[config.mk]
export PLATFORM = sky130hd
export DESIGN_NAME = btc_ctrl
export DESIGN_NICKNAME = d
export VERILOG_FILES = /design/src/hw/btc_pkg.sv /design/src/hw/btc_ctrl.sv
export SDC_FILE = /design/constraint.sdc
export NUM_CORES = 1
export LEC_CHECK = 0
export ABC_AREA = 1
export BUFFER_PORTS_ARGS = -buffer_cell sky130_fd_sc_hd__buf_2
export CORE_ASPECT_RATIO = 0.7
export CORE_MARGIN = 2
export CORE_UTILIZATION = 45
export CTS_BUF_LIST = sky130_fd_sc_hd__clkbuf_2 sky130_fd_sc_hd__clkbuf_4 sky130_fd_sc_hd__clkbuf_8
export CTS_CLUSTER_DIAMETER = 80
export CTS_CLUSTER_SIZE = 12
export DETAILED_ROUTE_END_ITERATION = 10
export GPL_TIMING_DRIVEN = 0
export SETUP_SLACK_MARGIN = 0.3
export SLEW_MARGIN = 5
export SYNTH_ARGS = -nofsm -noshare
export SYNTH_HDL_FRONTEND = slang
export SYNTH_SLANG_ARGS = --single-unit
[constraint.sdc]
create_clock -name i_clk_sys -period 2.4 [get_ports i_clk_sys]
set_clock_uncertainty 0.2 [all_clocks]
set_input_delay 0.36 -clock i_clk_sys [delete_from_list [all_inputs] [get_ports i_clk_sys]]
set_output_delay 0.36 -clock i_clk_sys [all_outputs]
set_load 0.01 [all_outputs]
[src/hw/btc_pkg.sv]
/*
  Shared constants, encodings and state types of the transceiver control logic.
  Assumes a single 20 MHz system clock; all pin levels arrive already synchronous to it.
*/
package btc_pkg;

  // System clock rate and the timing figures that depend on it.
  localparam int CLK_MHZ = 20;
  localparam int TX_ACTIVE_MAX_NS = 1500000;
  localparam int WU_D0_MIN_NS = 1000;
  localparam int WU_GAP_MIN_NS = 1000;
  localparam int WU_GAP_MAX_NS = 48000;
  localparam int WU_FILT_NS = 200;

  // Least time rounds up, never below one cycle.
  function automatic int ns_up(input int ns);
    int c;
    c = (ns * CLK_MHZ + 999) / 1000;
    return (c < 1) ? 1 : c;
  endfunction

  // Longest time rounds down, never below one cycle.
  function automatic int ns_dn(input int ns);
    int c;
    c = (ns * CLK_MHZ) / 1000;
    return (c < 1) ? 1 : c;
  endfunction

  localparam int TX_ACTIVE_MAX_CYC = ns_dn(TX_ACTIVE_MAX_NS);

  // Status word layout.
  localparam int STAT_W = 32;
  localparam int S_WAKE = 0;
  localparam int S_MODE = 1;
  localparam int S_TXRDY = 2;
  localparam int S_GEFB = 3;
  localparam int S_PWRON = 4;
  localparam int S_BUSERR = 5;
  localparam int S_THERM = 6;
  localparam int S_TXTO = 7;
  localparam int S_VCCUV = 8;
  localparam int S_VIOUV = 9;
  localparam int S_SPIERR = 10;
  localparam int S_FIX_LO = 11;
  localparam int S_PAR = 15;
  localparam int S_AVER = 16;
  localparam int S_DVER = 24;
  localparam logic [3:0] FIXED_BITS = 4'ha;
  localparam logic [5:0] FRAME_OK_FALLS = 6'h10;

  // Bus symbols, both seen by the receiver and sent by the driver.
  typedef enum logic [1:0] {
    SYM_IDLE = 2'h0,
    SYM_D0 = 2'h1,
    SYM_D1 = 2'h2,
    SYM_IDLE_LP = 2'h3
  } btc_sym_t;

  // Wakeup pattern detector, Gray coded along the pattern.
  typedef enum logic [1:0] {
    WK_IDLE = 2'h0,
    WK_D0A = 2'h1,
    WK_GAP = 2'h3,
    WK_D0B = 2'h2
  } btc_wk_t;

  // Latched status bits S4 to S10.
  typedef struct packed {
    logic spi_err;
    logic vio_uv;
    logic vcc_uv;
    logic tx_to;
    logic therm;
    logic bus_err;
    logic pwr_on;
  } btc_latch_t;

  // Whole state of the control block.
  typedef struct packed {
    logic normal;
    logic wake;
    logic vcc_uv;
    logic vio_uv;
    logic vcc_uv_in;
    logic vio_uv_in;
    logic tx_enable_n_n_d;
    logic tx_act;
    logic tx_started;
    logic tx_to;
    logic [15:0] tx_cnt;
    btc_wk_t wk;
    logic [15:0] wk_cnt;
    logic [7:0] wk_glitch;
    btc_latch_t lat;
    logic cs_n_d;
    logic sck_d;
    logic [1:0][STAT_W-1:0] buf_q;
    logic [1:0] buf_v;
    logic wr_ptr;
    logic rd_ptr;
    logic loaded;
    logic [STAT_W-1:0] word;
    logic [5:0] falls;
    logic ge_smp;
    logic serial_out;
    logic sdo_en;
    btc_sym_t drive;
    logic rxd;
  } btc_state_t;

endpackage

[src/hw/btc_ctrl.sv]
/*
  Digital control of a single-channel bus transceiver: mode control, driver and
  receiver truth tables, transmit-enable timeout, remote wakeup and serial status.
  Assumes the analog front end delivers the decoded bus symbol and the supply,
  thermal and bus error levels, all synchronous to i_clk_sys.
*/
`timescale 1ns/100ps
`default_nettype none

module btc_ctrl
  import btc_pkg::*;
#(
  parameter int TX_MAX_CYC = TX_ACTIVE_MAX_CYC,
  parameter int WU_D0_CYC = ns_up(WU_D0_MIN_NS),
  parameter int WU_GAP_CYC = ns_up(WU_GAP_MIN_NS),
  parameter int WU_GAP_MAX_CYC = ns_dn(WU_GAP_MAX_NS),
  parameter int WU_FILT_CYC = ns_dn(WU_FILT_NS),
  parameter logic [7:0] ANALOG_VER = 8'h01, // Arbitrary value.
  parameter logic [7:0] DIGITAL_VER = 8'h01 // Arbitrary value.
) (
  // Clock and reset.
  input wire logic i_clk_sys,
  input wire logic i_reset,
  // Controller and guardian pins.
  input wire logic i_tx_data,
  input wire logic i_tx_enable_n,
  input wire logic i_guardian_enable,
  input wire logic i_mode_select_n,
  // Analog front end.
  input wire btc_sym_t i_bus_rx_sym,
  input wire logic i_vcc_uv,
  input wire logic i_vio_uv,
  input wire logic i_thermal,
  input wire logic i_bus_error,
  // Serial status port.
  input wire logic i_chip_select_n,
  input wire logic i_serial_clk,
  output logic o_serial_out,
  output logic o_serial_out_en,
  // Bus side and receiver control.
  output btc_sym_t o_bus_drive,
  output logic o_rx_data,
  output logic o_normal_rx_en,
  output logic o_lp_rx_en
);

  btc_state_t s_r;
  btc_state_t s_nxt;

  // Status word with bit 3 and parity filled in at shift time.
  function automatic logic [STAT_W-1:0] finish_word(input logic [STAT_W-1:0] w,
                                                    input logic ge);
    logic [STAT_W-1:0] f;
    f = w;
    f[S_GEFB] = ge;
    f[S_PAR] = ^f[S_PAR-1:0];
    return f;
  endfunction

  logic sck_rise;
  logic sck_fall;
  logic cs_fall;
  logic cs_rise;
  logic is_d0;
  logic tx_on;
  logic [STAT_W-1:0] snap;
  logic [STAT_W-1:0] shown;

  // Serial port edges; the pins are already synchronous so no extra stages.
  assign sck_rise = i_serial_clk && !s_r.sck_d && !i_chip_select_n;
  assign sck_fall = !i_serial_clk && s_r.sck_d && !i_chip_select_n;
  assign cs_fall = !i_chip_select_n && s_r.cs_n_d;
  assign cs_rise = i_chip_select_n && !s_r.cs_n_d;
  assign is_d0 = (i_bus_rx_sym == SYM_D0);
  assign tx_on = s_r.tx_act && !s_r.tx_to;
  assign shown = finish_word(s_r.word, s_r.ge_smp);

  // Snapshot of the status word taken as chip select falls.
  always_comb begin
    snap = '0;
    snap[S_WAKE] = s_r.wake;
    snap[S_MODE] = s_r.normal;
    snap[S_TXRDY] = s_r.normal && tx_on;
    snap[S_SPIERR:S_PWRON] = s_r.lat;
    snap[S_PAR-1:S_FIX_LO] = FIXED_BITS;
    snap[S_DVER-1:S_AVER] = ANALOG_VER;
    snap[STAT_W-1:S_DVER] = DIGITAL_VER;
  end

  // Next-state logic of the whole block.
  always_comb begin
    logic wake_set;
    logic glitch_end;
    logic frame_ok;
    btc_latch_t hold;
    wake_set = 1'b0;
    glitch_end = 1'b0;
    frame_ok = 1'b0;
    hold = '0;
    s_nxt = s_r;
    s_nxt.cs_n_d = i_chip_select_n;
    s_nxt.sck_d = i_serial_clk;
    s_nxt.tx_enable_n_n_d = i_tx_enable_n;
    s_nxt.vcc_uv_in = i_vcc_uv;
    s_nxt.vio_uv_in = i_vio_uv;

    // Wakeup detector runs in both modes so a pattern may span a mode change.
    // Short interruptions of a phase are filtered, which lets the frame's
    // long Data_0 and Data_1 blocks, broken by byte framing, pass as a pattern.
    case (s_r.wk)
      WK_IDLE: begin
        s_nxt.wk_cnt = '0;
        s_nxt.wk_glitch = '0;
        if (is_d0) begin
          s_nxt.wk = WK_D0A;
        end
      end
      WK_D0A, WK_D0B: begin
        if (is_d0) begin
          s_nxt.wk_glitch = '0;
          if (s_r.wk_cnt != 16'hffff) begin
            s_nxt.wk_cnt = s_r.wk_cnt + 16'h1;
          end
        end else begin
          s_nxt.wk_glitch = s_r.wk_glitch + 8'h1;
          glitch_end = (32'(s_r.wk_glitch) >= WU_FILT_CYC);
        end
        if (32'(s_r.wk_cnt) >= WU_D0_CYC && s_r.wk == WK_D0B) begin
          s_nxt.wk = WK_IDLE;
          wake_set = !s_r.normal && !s_r.vcc_uv;
        end else if (glitch_end) begin
          s_nxt.wk_cnt = '0;
          s_nxt.wk_glitch = '0;
          s_nxt.wk = (32'(s_r.wk_cnt) >= WU_D0_CYC && s_r.wk == WK_D0A) ? WK_GAP : WK_IDLE;
        end
      end
      WK_GAP: begin
        // Idle or Data_1 both count as separator.
        s_nxt.wk_cnt = s_r.wk_cnt + 16'h1;
        if (is_d0) begin
          // A short Data_0, such as a frame's byte start, does not end the separator.
          s_nxt.wk_glitch = s_r.wk_glitch + 8'h1;
          if (32'(s_r.wk_glitch) >= WU_FILT_CYC) begin
            s_nxt.wk_cnt = '0;
            s_nxt.wk_glitch = '0;
            s_nxt.wk = (32'(s_r.wk_cnt) >= WU_GAP_CYC) ? WK_D0B : WK_D0A;
          end
        end else begin
          s_nxt.wk_glitch = '0;
          if (32'(s_r.wk_cnt) >= WU_GAP_MAX_CYC) begin
            s_nxt.wk = WK_IDLE;
          end
        end
      end
      default: begin
        s_nxt.wk = WK_IDLE;
      end
    endcase

    // Wake flag is cleared by entering Normal; a new wake wins.
    if (s_r.normal) begin
      s_nxt.wake = 1'b0;
    end
    if (wake_set) begin
      s_nxt.wake = 1'b1;
    end

    // Under-voltage flags set on the falling supply, clear on recovery; a wake clears both flags.
    if (!i_vcc_uv || wake_set) begin
      s_nxt.vcc_uv = 1'b0;
    end
    if (!i_vio_uv || wake_set) begin
      s_nxt.vio_uv = 1'b0;
    end
    if (i_vcc_uv && !s_r.vcc_uv_in) begin
      s_nxt.vcc_uv = 1'b1;
    end
    if (i_vio_uv && !s_r.vio_uv_in) begin
      s_nxt.vio_uv = 1'b1;
    end

    // Mode: select high asks for Normal unless a supply flag forces Standby.
    // After a wake the mode select must still be raised to leave Standby.
    s_nxt.normal = i_mode_select_n && !s_nxt.vcc_uv && !s_nxt.vio_uv;
    if (wake_set) begin
      s_nxt.normal = 1'b0;
    end

    // Transmitter activation, start condition and timeout.
    if (!i_tx_enable_n && s_r.tx_enable_n_n_d && s_r.normal) begin
      s_nxt.tx_act = 1'b1;
      s_nxt.tx_started = 1'b0;
    end
    if (s_nxt.tx_act && !s_r.tx_started && !i_tx_data) begin
      s_nxt.tx_started = 1'b1;
    end
    // A guardian cut ends the burst, so driving resumes only with Data_0.
    if (!i_guardian_enable) begin
      s_nxt.tx_started = 1'b0;
    end
    if (!i_tx_enable_n && s_r.normal) begin
      if (32'(s_r.tx_cnt) >= TX_MAX_CYC) begin
        s_nxt.tx_to = 1'b1;
      end else begin
        s_nxt.tx_cnt = s_r.tx_cnt + 16'h1;
      end
    end
    if (i_tx_enable_n || !s_r.normal) begin
      s_nxt.tx_cnt = '0;
      s_nxt.tx_act = 1'b0;
      s_nxt.tx_started = 1'b0;
    end
    if (i_tx_enable_n) begin
      s_nxt.tx_to = 1'b0;
    end

    // Bus drive and receive output, registered.
    if (!s_nxt.normal) begin
      s_nxt.drive = SYM_IDLE_LP;
      s_nxt.rxd = !s_nxt.wake;
    end else begin
      s_nxt.drive = SYM_IDLE;
      if (i_guardian_enable && !i_tx_enable_n && s_nxt.tx_act && !s_nxt.tx_to &&
          s_nxt.tx_started) begin
        s_nxt.drive = i_tx_data ? SYM_D1 : SYM_D0;
      end
      s_nxt.rxd = !is_d0;
    end

    // Two-entry buffer of status snapshots between capture and shifter.
    if (s_r.buf_v[s_r.rd_ptr] && !s_r.loaded) begin
      s_nxt.word = s_r.buf_q[s_r.rd_ptr];
      s_nxt.buf_v[s_r.rd_ptr] = 1'b0;
      s_nxt.rd_ptr = !s_r.rd_ptr;
      s_nxt.loaded = 1'b1;
      s_nxt.serial_out = s_r.buf_q[s_r.rd_ptr][S_WAKE];
    end
    if (cs_fall && !s_r.buf_v[s_r.wr_ptr]) begin
      s_nxt.buf_q[s_r.wr_ptr] = snap;
      s_nxt.buf_v[s_r.wr_ptr] = 1'b1;
      s_nxt.wr_ptr = !s_r.wr_ptr;
      s_nxt.falls = '0;
    end

    // Shifting: next bit on each rising edge, count falling edges.
    if (sck_fall) begin
      if (s_r.falls == 6'(S_TXRDY)) begin
        s_nxt.ge_smp = s_r.normal && i_guardian_enable;
      end
      if (s_r.falls != 6'h3f) begin
        s_nxt.falls = s_r.falls + 6'h1;
      end
    end
    if (sck_rise && s_r.loaded && s_r.falls < 6'(STAT_W)) begin
      s_nxt.serial_out = shown[s_r.falls[4:0]];
    end
    s_nxt.sdo_en = !i_chip_select_n;

    // Latched status bits follow their flags; set wins over clear.
    hold.pwr_on = 1'b0;
    hold.bus_err = i_bus_error;
    hold.therm = i_thermal;
    hold.tx_to = s_r.tx_to;
    hold.vcc_uv = s_r.vcc_uv;
    hold.vio_uv = s_r.vio_uv;
    hold.spi_err = 1'b0;
    if (cs_rise && s_r.loaded) begin
      frame_ok = (s_r.falls == FRAME_OK_FALLS);
      s_nxt.loaded = 1'b0;
      if (frame_ok) begin
        s_nxt.lat = hold;
      end else begin
        s_nxt.lat.spi_err = 1'b1;
      end
    end
    s_nxt.lat = s_nxt.lat | hold;
  end

  // State register; power-on status is set by reset.
  always_ff @(posedge i_clk_sys) begin
    if (i_reset) begin
      s_r <= '0;
      s_r.lat.pwr_on <= 1'b1;
      s_r.cs_n_d <= 1'b1;
      s_r.tx_enable_n_n_d <= 1'b1;
      s_r.drive <= SYM_IDLE_LP;
      s_r.rxd <= 1'b1;
      s_r.wk <= WK_IDLE;
    end else begin
      s_r <= s_nxt;
    end
  end

  // Outputs straight from the state register.
  assign o_serial_out = s_r.serial_out;
  assign o_serial_out_en = s_r.sdo_en;
  assign o_bus_drive = s_r.drive;
  assign o_rx_data = s_r.rxd;
  assign o_normal_rx_en = s_r.normal;
  assign o_lp_rx_en = !s_r.normal;

endmodule // btc_ctrl

`default_nettype wire

Yosys cells after proc, flatten, opt, wreduce, memory -nomap -nowiden

Cells that the tools add are included.

Add/subtract/negate cells: 4
$mul: 0
Divide/modulo/power cells: 0
Order comparisons: 10
Eq/ne operators: 12
Shift-type cells: 0
Mux-type cells: 63
Bitwise gates (word level): 6
Reduce and logical (&&, ||, !) cells: 68

Operators by type and width:

| kind                  | number |
|---|---|
| $mux 32               | 3 |
| $pmux 26 s3           | 1 |
| $bwmux 64             | 1 |
| $mux 16               | 4 |
| $mux 26               | 2 |
| $add 16x1->16 const B | 2 |
| $demux 32 s1          | 1 |
| $logic_and 1x1->1     | 32 |
| $mux 1                | 27 |
| $mux 24               | 1 |
| $logic_not 1->1       | 23 |
| $mux 2                | 11 |
| $mux 6                | 3 |
| $mux 17               | 1 |
| $ge 16x10->1 const B  | 1 |
| $ge 16x15->1 const B  | 1 |
| $ge 16x5->1 const B   | 1 |
| $mux 8                | 2 |
| $ne 16x16->1 const B  | 1 |
| $reduce_xor 15->1     | 1 |
| $mux 7                | 2 |
| $ne 3x3->1 const B    | 3 |
| $add 8x1->8 const B   | 1 |
| $ge 8x3->1 const B    | 1 |
| 25 further kinds      | 37 |

Flip-flop bits (word level): 174
Latch bits: 0
RAM bits: 0
ROM bits: 0
Bits of input ports: 14
Output and inout port bits: 7
Memories kept: 0

Depth between registers and ports, before layout

Word-level depth: 13
Gate-level depth with buffers: 16

Least setup slack after synthesis

Ideal clock, no wire load.

Kind: register to register
Start point: reg s_r[131] (netlist bit)
End point: reg s_r[138] (netlist bit)
Setup time: 0.113 ns
Arrival: 1.817 ns
Data required time: 2.087 ns
Slack: 0.270 ns
Stages on the path, launching flop included: 13
Path buffers: 0
Path through: dfxtp_1 -> ha_1 -> nand2_2 -> nor2_2 -> nand3_2 -> nor3_4 -> nand3_2 -> o21ai_4 -> inv_4 -> a21oi_4 -> inv_2 -> a21oi_2 -> nor2_1

Cells in the longest elaborated chain, start to end: 6

RTL lines:

| item                                                 | line                                              | text |
|---|---|---|
| start: declaration                                   | btc_ctrl.sv:47                                    | `btc_state_t s_r;` |
| start signal: assignment                             | btc_ctrl.sv:290                                   | `s_r <= s_nxt;` |
| $add 16x1->16 / $ne 16x16->1 (equally long branches) | btc_ctrl.sv:122, btc_ctrl.sv:139, btc_ctrl.sv:121 |  |
| $mux 16                                              | btc_ctrl.sv:121                                   | `if (s_r.wk_cnt != 16'hffff) begin` |
| $mux 16                                              | btc_ctrl.sv:119                                   | `if (is_d0) begin` |
| $mux 26                                              | btc_ctrl.sv:131                                   | `end else if (glitch_end) begin` |
| $mux 24                                              | btc_ctrl.sv:128                                   | `if (32'(s_r.wk_cnt) >= WU_D0_CYC && s_r.wk == WK_D0B) begin` |
| $pmux 26 s3 (*)                                      | btc_ctrl.sv:110                                   | `case (s_r.wk)` |

Every way passes the cells marked *; elsewhere a longest branch is shown, timed or not. The select of a mux whose other input is x is not followed.
A chain may end at the register's enable or synchronous reset.

Worst setup path in the final report

Start point: reg s_r[131] (netlist bit)
End point: reg s_r[145] (netlist bit)

The elaborated chain is that of the path after synthesis.

==> metrics.csv <==
stage;metric;value;unit
grt;track_usage;22.3;%
floorplan;row_count;33;
power_and_ir_drop;finalPower;4410;uW
clocking;ctsLongestPathBuffers;2;
sta;period_needed;2.15;ns
critical_path;start_kind;flop;
floorplan;design.die.area;13300;um2
power_and_ir_drop;leakage;0.00261;uW
route;remaining_drc_errors;0;
placed_design;dp_hpwl;10200;um
grt;grt_first_pass_wirelength;23700;um
critical_path;path_class;flop to flop;
power_and_ir_drop;p_int;2800;uW
synthesis;synth.avg_cell_area;6.93;um2
critical_path;crit_required;2.52;ns
sta;hold_violations;0;
clocking;numCtsBuffers;9;
critical_path;worst-path-max-fanout;4;
run;maxCapViolations;0;
synthesis;ys_seq_area_share;39.9;%
sta;worstMarginPinSlew;0.624;ns
sta;max_freq;0.466;GHz
synthesis;synth_cells;805;
sta;setup_violations;0;
floorplan;initial_core_util;46.9;%
sta;hold_ws;0.0636;ns
route;via_per_inst;5.15;
grt;antenna_found_initial;0;
route;dr.pass1.iters;5;
finish;antenna_cells;0;
critical_path;setup.worst_path.end_class;flop;
synthesis;synth_seq_cells;111;
clocking;cts.sinks;111;
sta;slew_violations;0;
synthesis;async_flop_share;0;%
synthesis;syn-cell-area;5580;um2
clocking;cts_tree;built;
finish;syn_to_final_growth;19.1;%
synthesis;synth-main-ff-cell;dfxtp_1;
sta;period_share;89.5;%
power_and_ir_drop;pwr-share-seq;49.3;%
route;postRouteAntennaNets;0;
floorplan;ios;21;
power_and_ir_drop;switching_share;36.4;%
critical_path;cp_data_arrival_time;2.27;ns
finish;fillCellCount;1143;
placed_design;place_congestion;0.838;
worst_hold_path;hp-class;input pin to flop;
synthesis;ys_warn_count;0;
power_and_ir_drop;p_sw;1610;uW
sta;rsz0062_at_grt;true;
clocking;clkTransAtPathRegs;0.11;ns
clocking;htreeDepth;3;
grt;gr-total-overflow;0;
floorplan;die_w;137;um
route;wire_per_inst;13.7;um
finish;drive_gt1_share;16.8;%
finish;finalNetCount;905;
synthesis;synth_edf_count;0;
grt;grt_max_degree;23;
clocking;root_buffer;clkbuf_8;
floorplan;core_area;11900;um2
power_and_ir_drop;ir_drop;327;uV
clocking;insertion_delay;0.38;ns
sta;slew_headroom;58.1;%
placed_design;placement.io_buffers;19;
power_and_ir_drop;clockPowerShare;26.5;%
power_and_ir_drop;p_per_area;663;nW/um2
grt;grt_pass1_vias;4797;
route;drt_wl_total;14300;um
synthesis;synth.distinct_cells;48;
synthesis;synth_nets;832;
power_and_ir_drop;comb_power_share;24.2;%
route;dr.first_iter.drc_count;364;
finish;finalCoreUtilization;55.8;%
status;outcome;finished clean;
floorplan;die_h;97.1;um
route;vias;5361;
flip-flops by register name (all words and copies together) (netlist names):
name and cells:
s_r 105, o_bus_drive 2, o_normal_rx_en 1, o_rx_data 1, o_serial_out 1, o_serial_out_en 1
cell usage in the layout (no fill, tap or decap), types with 4 or more instances in the layout:
| cell | Yosys | final |
|---|---|---|
| dfxtp_1 | 111 | 103 |
| o21ai_0 | 57 | 52 |
| nor4_1 | 4 | 4 |
| dfxtp_2 | 0 | 4 |
| dlygate4sd3_1 | 0 | 7 |
| nor3_1 | 19 | 15 |
| clkinv_8 | 0 | 4 |
| buf_2 | 1 | 20 |
| nand2_2 | 2 | 4 |
| nand3_1 | 46 | 41 |
| nand2_1 | 178 | 175 |
| a21oi_2 | 2 | 5 |
| o21ai_1 | 2 | 7 |
| inv_2 | 4 | 7 |
| clkbuf_2 | 0 | 5 |
| inv_1 | 107 | 103 |
| ha_1 | 13 | 12 |
| nor2_1 | 84 | 76 |
| buf_4 | 2 | 34 |
| nor2_2 | 4 | 6 |
| nand4_1 | 10 | 10 |
| xor2_1 | 13 | 12 |
| a21oi_1 | 65 | 62 |
| clkbuf_8 | 1 | 10 |
| nand3_2 | 2 | 5 |
| dfxtp_4 | 0 | 4 |
| nor3_2 | 0 | 4 |
| a31oi_1 | 15 | 15 |
| nor2_4 | 1 | 7 |
| clkbuf_1 | 20 | 15 |
timing repair:
| action | 4_1_cts | 5_1_grt |
|---|---|---|
| gates cloned | 0 | 0 |
| endpoints found under the setup margin | 56 | 76 |
| pin swaps | 12 | 18 |
| endpoints found under the hold margin | 7 | 0 |
| hold buffers | 7 | 0 |
| buffers inserted | 17 | 19 |
| gates resized for setup | 30 | 36 |
through the flow:
stage / TNS [ns] / instances / cell area, um2 / setup WS (ns)
floorplan: 0 / 805 / 5610 / 0.291
global placement: -0.0138 / 981 / 5900 / -0.0138
detailed placement: -0.138 / 981 / 5900 / -0.0454
CTS: 0 / 1021 / 6390 / 0.253
global route: 0 / 1040 / 6640 / 0.138
finish: 0 / 1040 / 6640 / 0.253
cell type report:
class | count | area [um2] | area share, %
clock buffers | 9 | 124 | 1.87
inverters | 116 | 443 | 6.67
multi-input cells | 554 | 2970 | 44.7
well taps | 157 | 196 | 2.96
flip-flops and latches | 111 | 2240 | 33.8
repair buffers | 62 | 459 | 6.92
plain buffers | 24 | 115 | 1.73
clock inverters | 7 | 90.1 | 1.36
critical path, stage by stage, from the launching register on:
cell and delay, ns:
dfxtp_4 0.38, buf_6 0.10, nand4_1 0.15, or2_4 0.30
nor2_4 0.15, nand2_2 0.10, nor2_4 0.17, nand3_2 0.11
xor2_2 0.19, nand2_1 0.07, nand2_1 0.06, a21oi_2 0.12
synth_stat cells (2+ instances only):
cell type | n | area share, %
nor3_1 | 19 | 1.7
ha_1 | 13 | 2.9
nand3_1 | 46 | 4.1
nand2_1 | 178 | 12
a31oi_1 | 15 | 1.7
clkbuf_1 | 20 | 1.3
inv_1 | 107 | 7.2
o211ai_1 | 2 | 0.27
dfxtp_1 | 111 | 40
xor2_1 | 13 | 2.0
a211oi_1 | 3 | 0.40
o21ai_1 | 2 | 0.18
or2_2 | 3 | 0.34
nand2_2 | 2 | 0.22
nor3b_1 | 3 | 0.40
nand3b_1 | 2 | 0.27
nor2_2 | 4 | 0.45
nand4_1 | 10 | 1.1
o21ai_4 | 2 | 0.58
nor3_4 | 2 | 0.58
nor2_1 | 84 | 5.7
nand3_2 | 2 | 0.36
buf_4 | 2 | 0.27
nor4_1 | 4 | 0.45
clkinv_1 | 4 | 0.27
inv_2 | 4 | 0.27
o21ai_0 | 57 | 5.1
o31ai_1 | 2 | 0.27
xnor2_1 | 3 | 0.47
a21oi_1 | 65 | 5.8
o21a_1 | 3 | 0.40
a21oi_2 | 2 | 0.31
power by group through the flow:
| stage | Clock, uW | Sequential (uW) | Combinational, uW |
|---|---|---|---|
| 2_1_floorplan | 0 | 2140 | 758 |
| 3_3_place_gp | 0 | 2200 | 965 |
| 3_5_place_dp | 0 | 2210 | 984 |
| 4_1_cts | 1200 | 2170 | 1040 |
| 5_1_grt | 1260 | 2200 | 1230 |
| 6_report | 1170 | 2170 | 1070 |
cells by family (layout without fill, tap and decap cells):
family / after synthesis / in the layout / synth area share (%)
flops: 111 / 111 / 39.9
simple gates: 365 / 365 / 28.7
xor+xnor: 16 / 16 / 2.51
fa+ha+maj: 13 / 13 / 2.92
buf+inv: 140 / 218 / 9.81
compound gates: 160 / 160 / 16.2
layer usage:
layer  up-vias  global-route usage (%)  share of wire [%]
li1       2751                       -                  -
met1      2456                    35.0                 52
met2       143                    30.8                 40
met3        11                    4.96                7.0
met4         0                    4.68               0.86
met5         -                       0                  0
worst paths after layout:
check                 from       end  slack [ns]  cells past startpoint
max               s_r[131]  s_r[145]        0.25                     11
min          i_tx_enable_n  s_r[167]        0.06                      2
min reg2reg       s_r[163]  s_r[163]        0.26                      2
max reg2reg       s_r[131]  s_r[145]        0.25                     11
No activity file was read; power rests on OpenSTA's default activity.
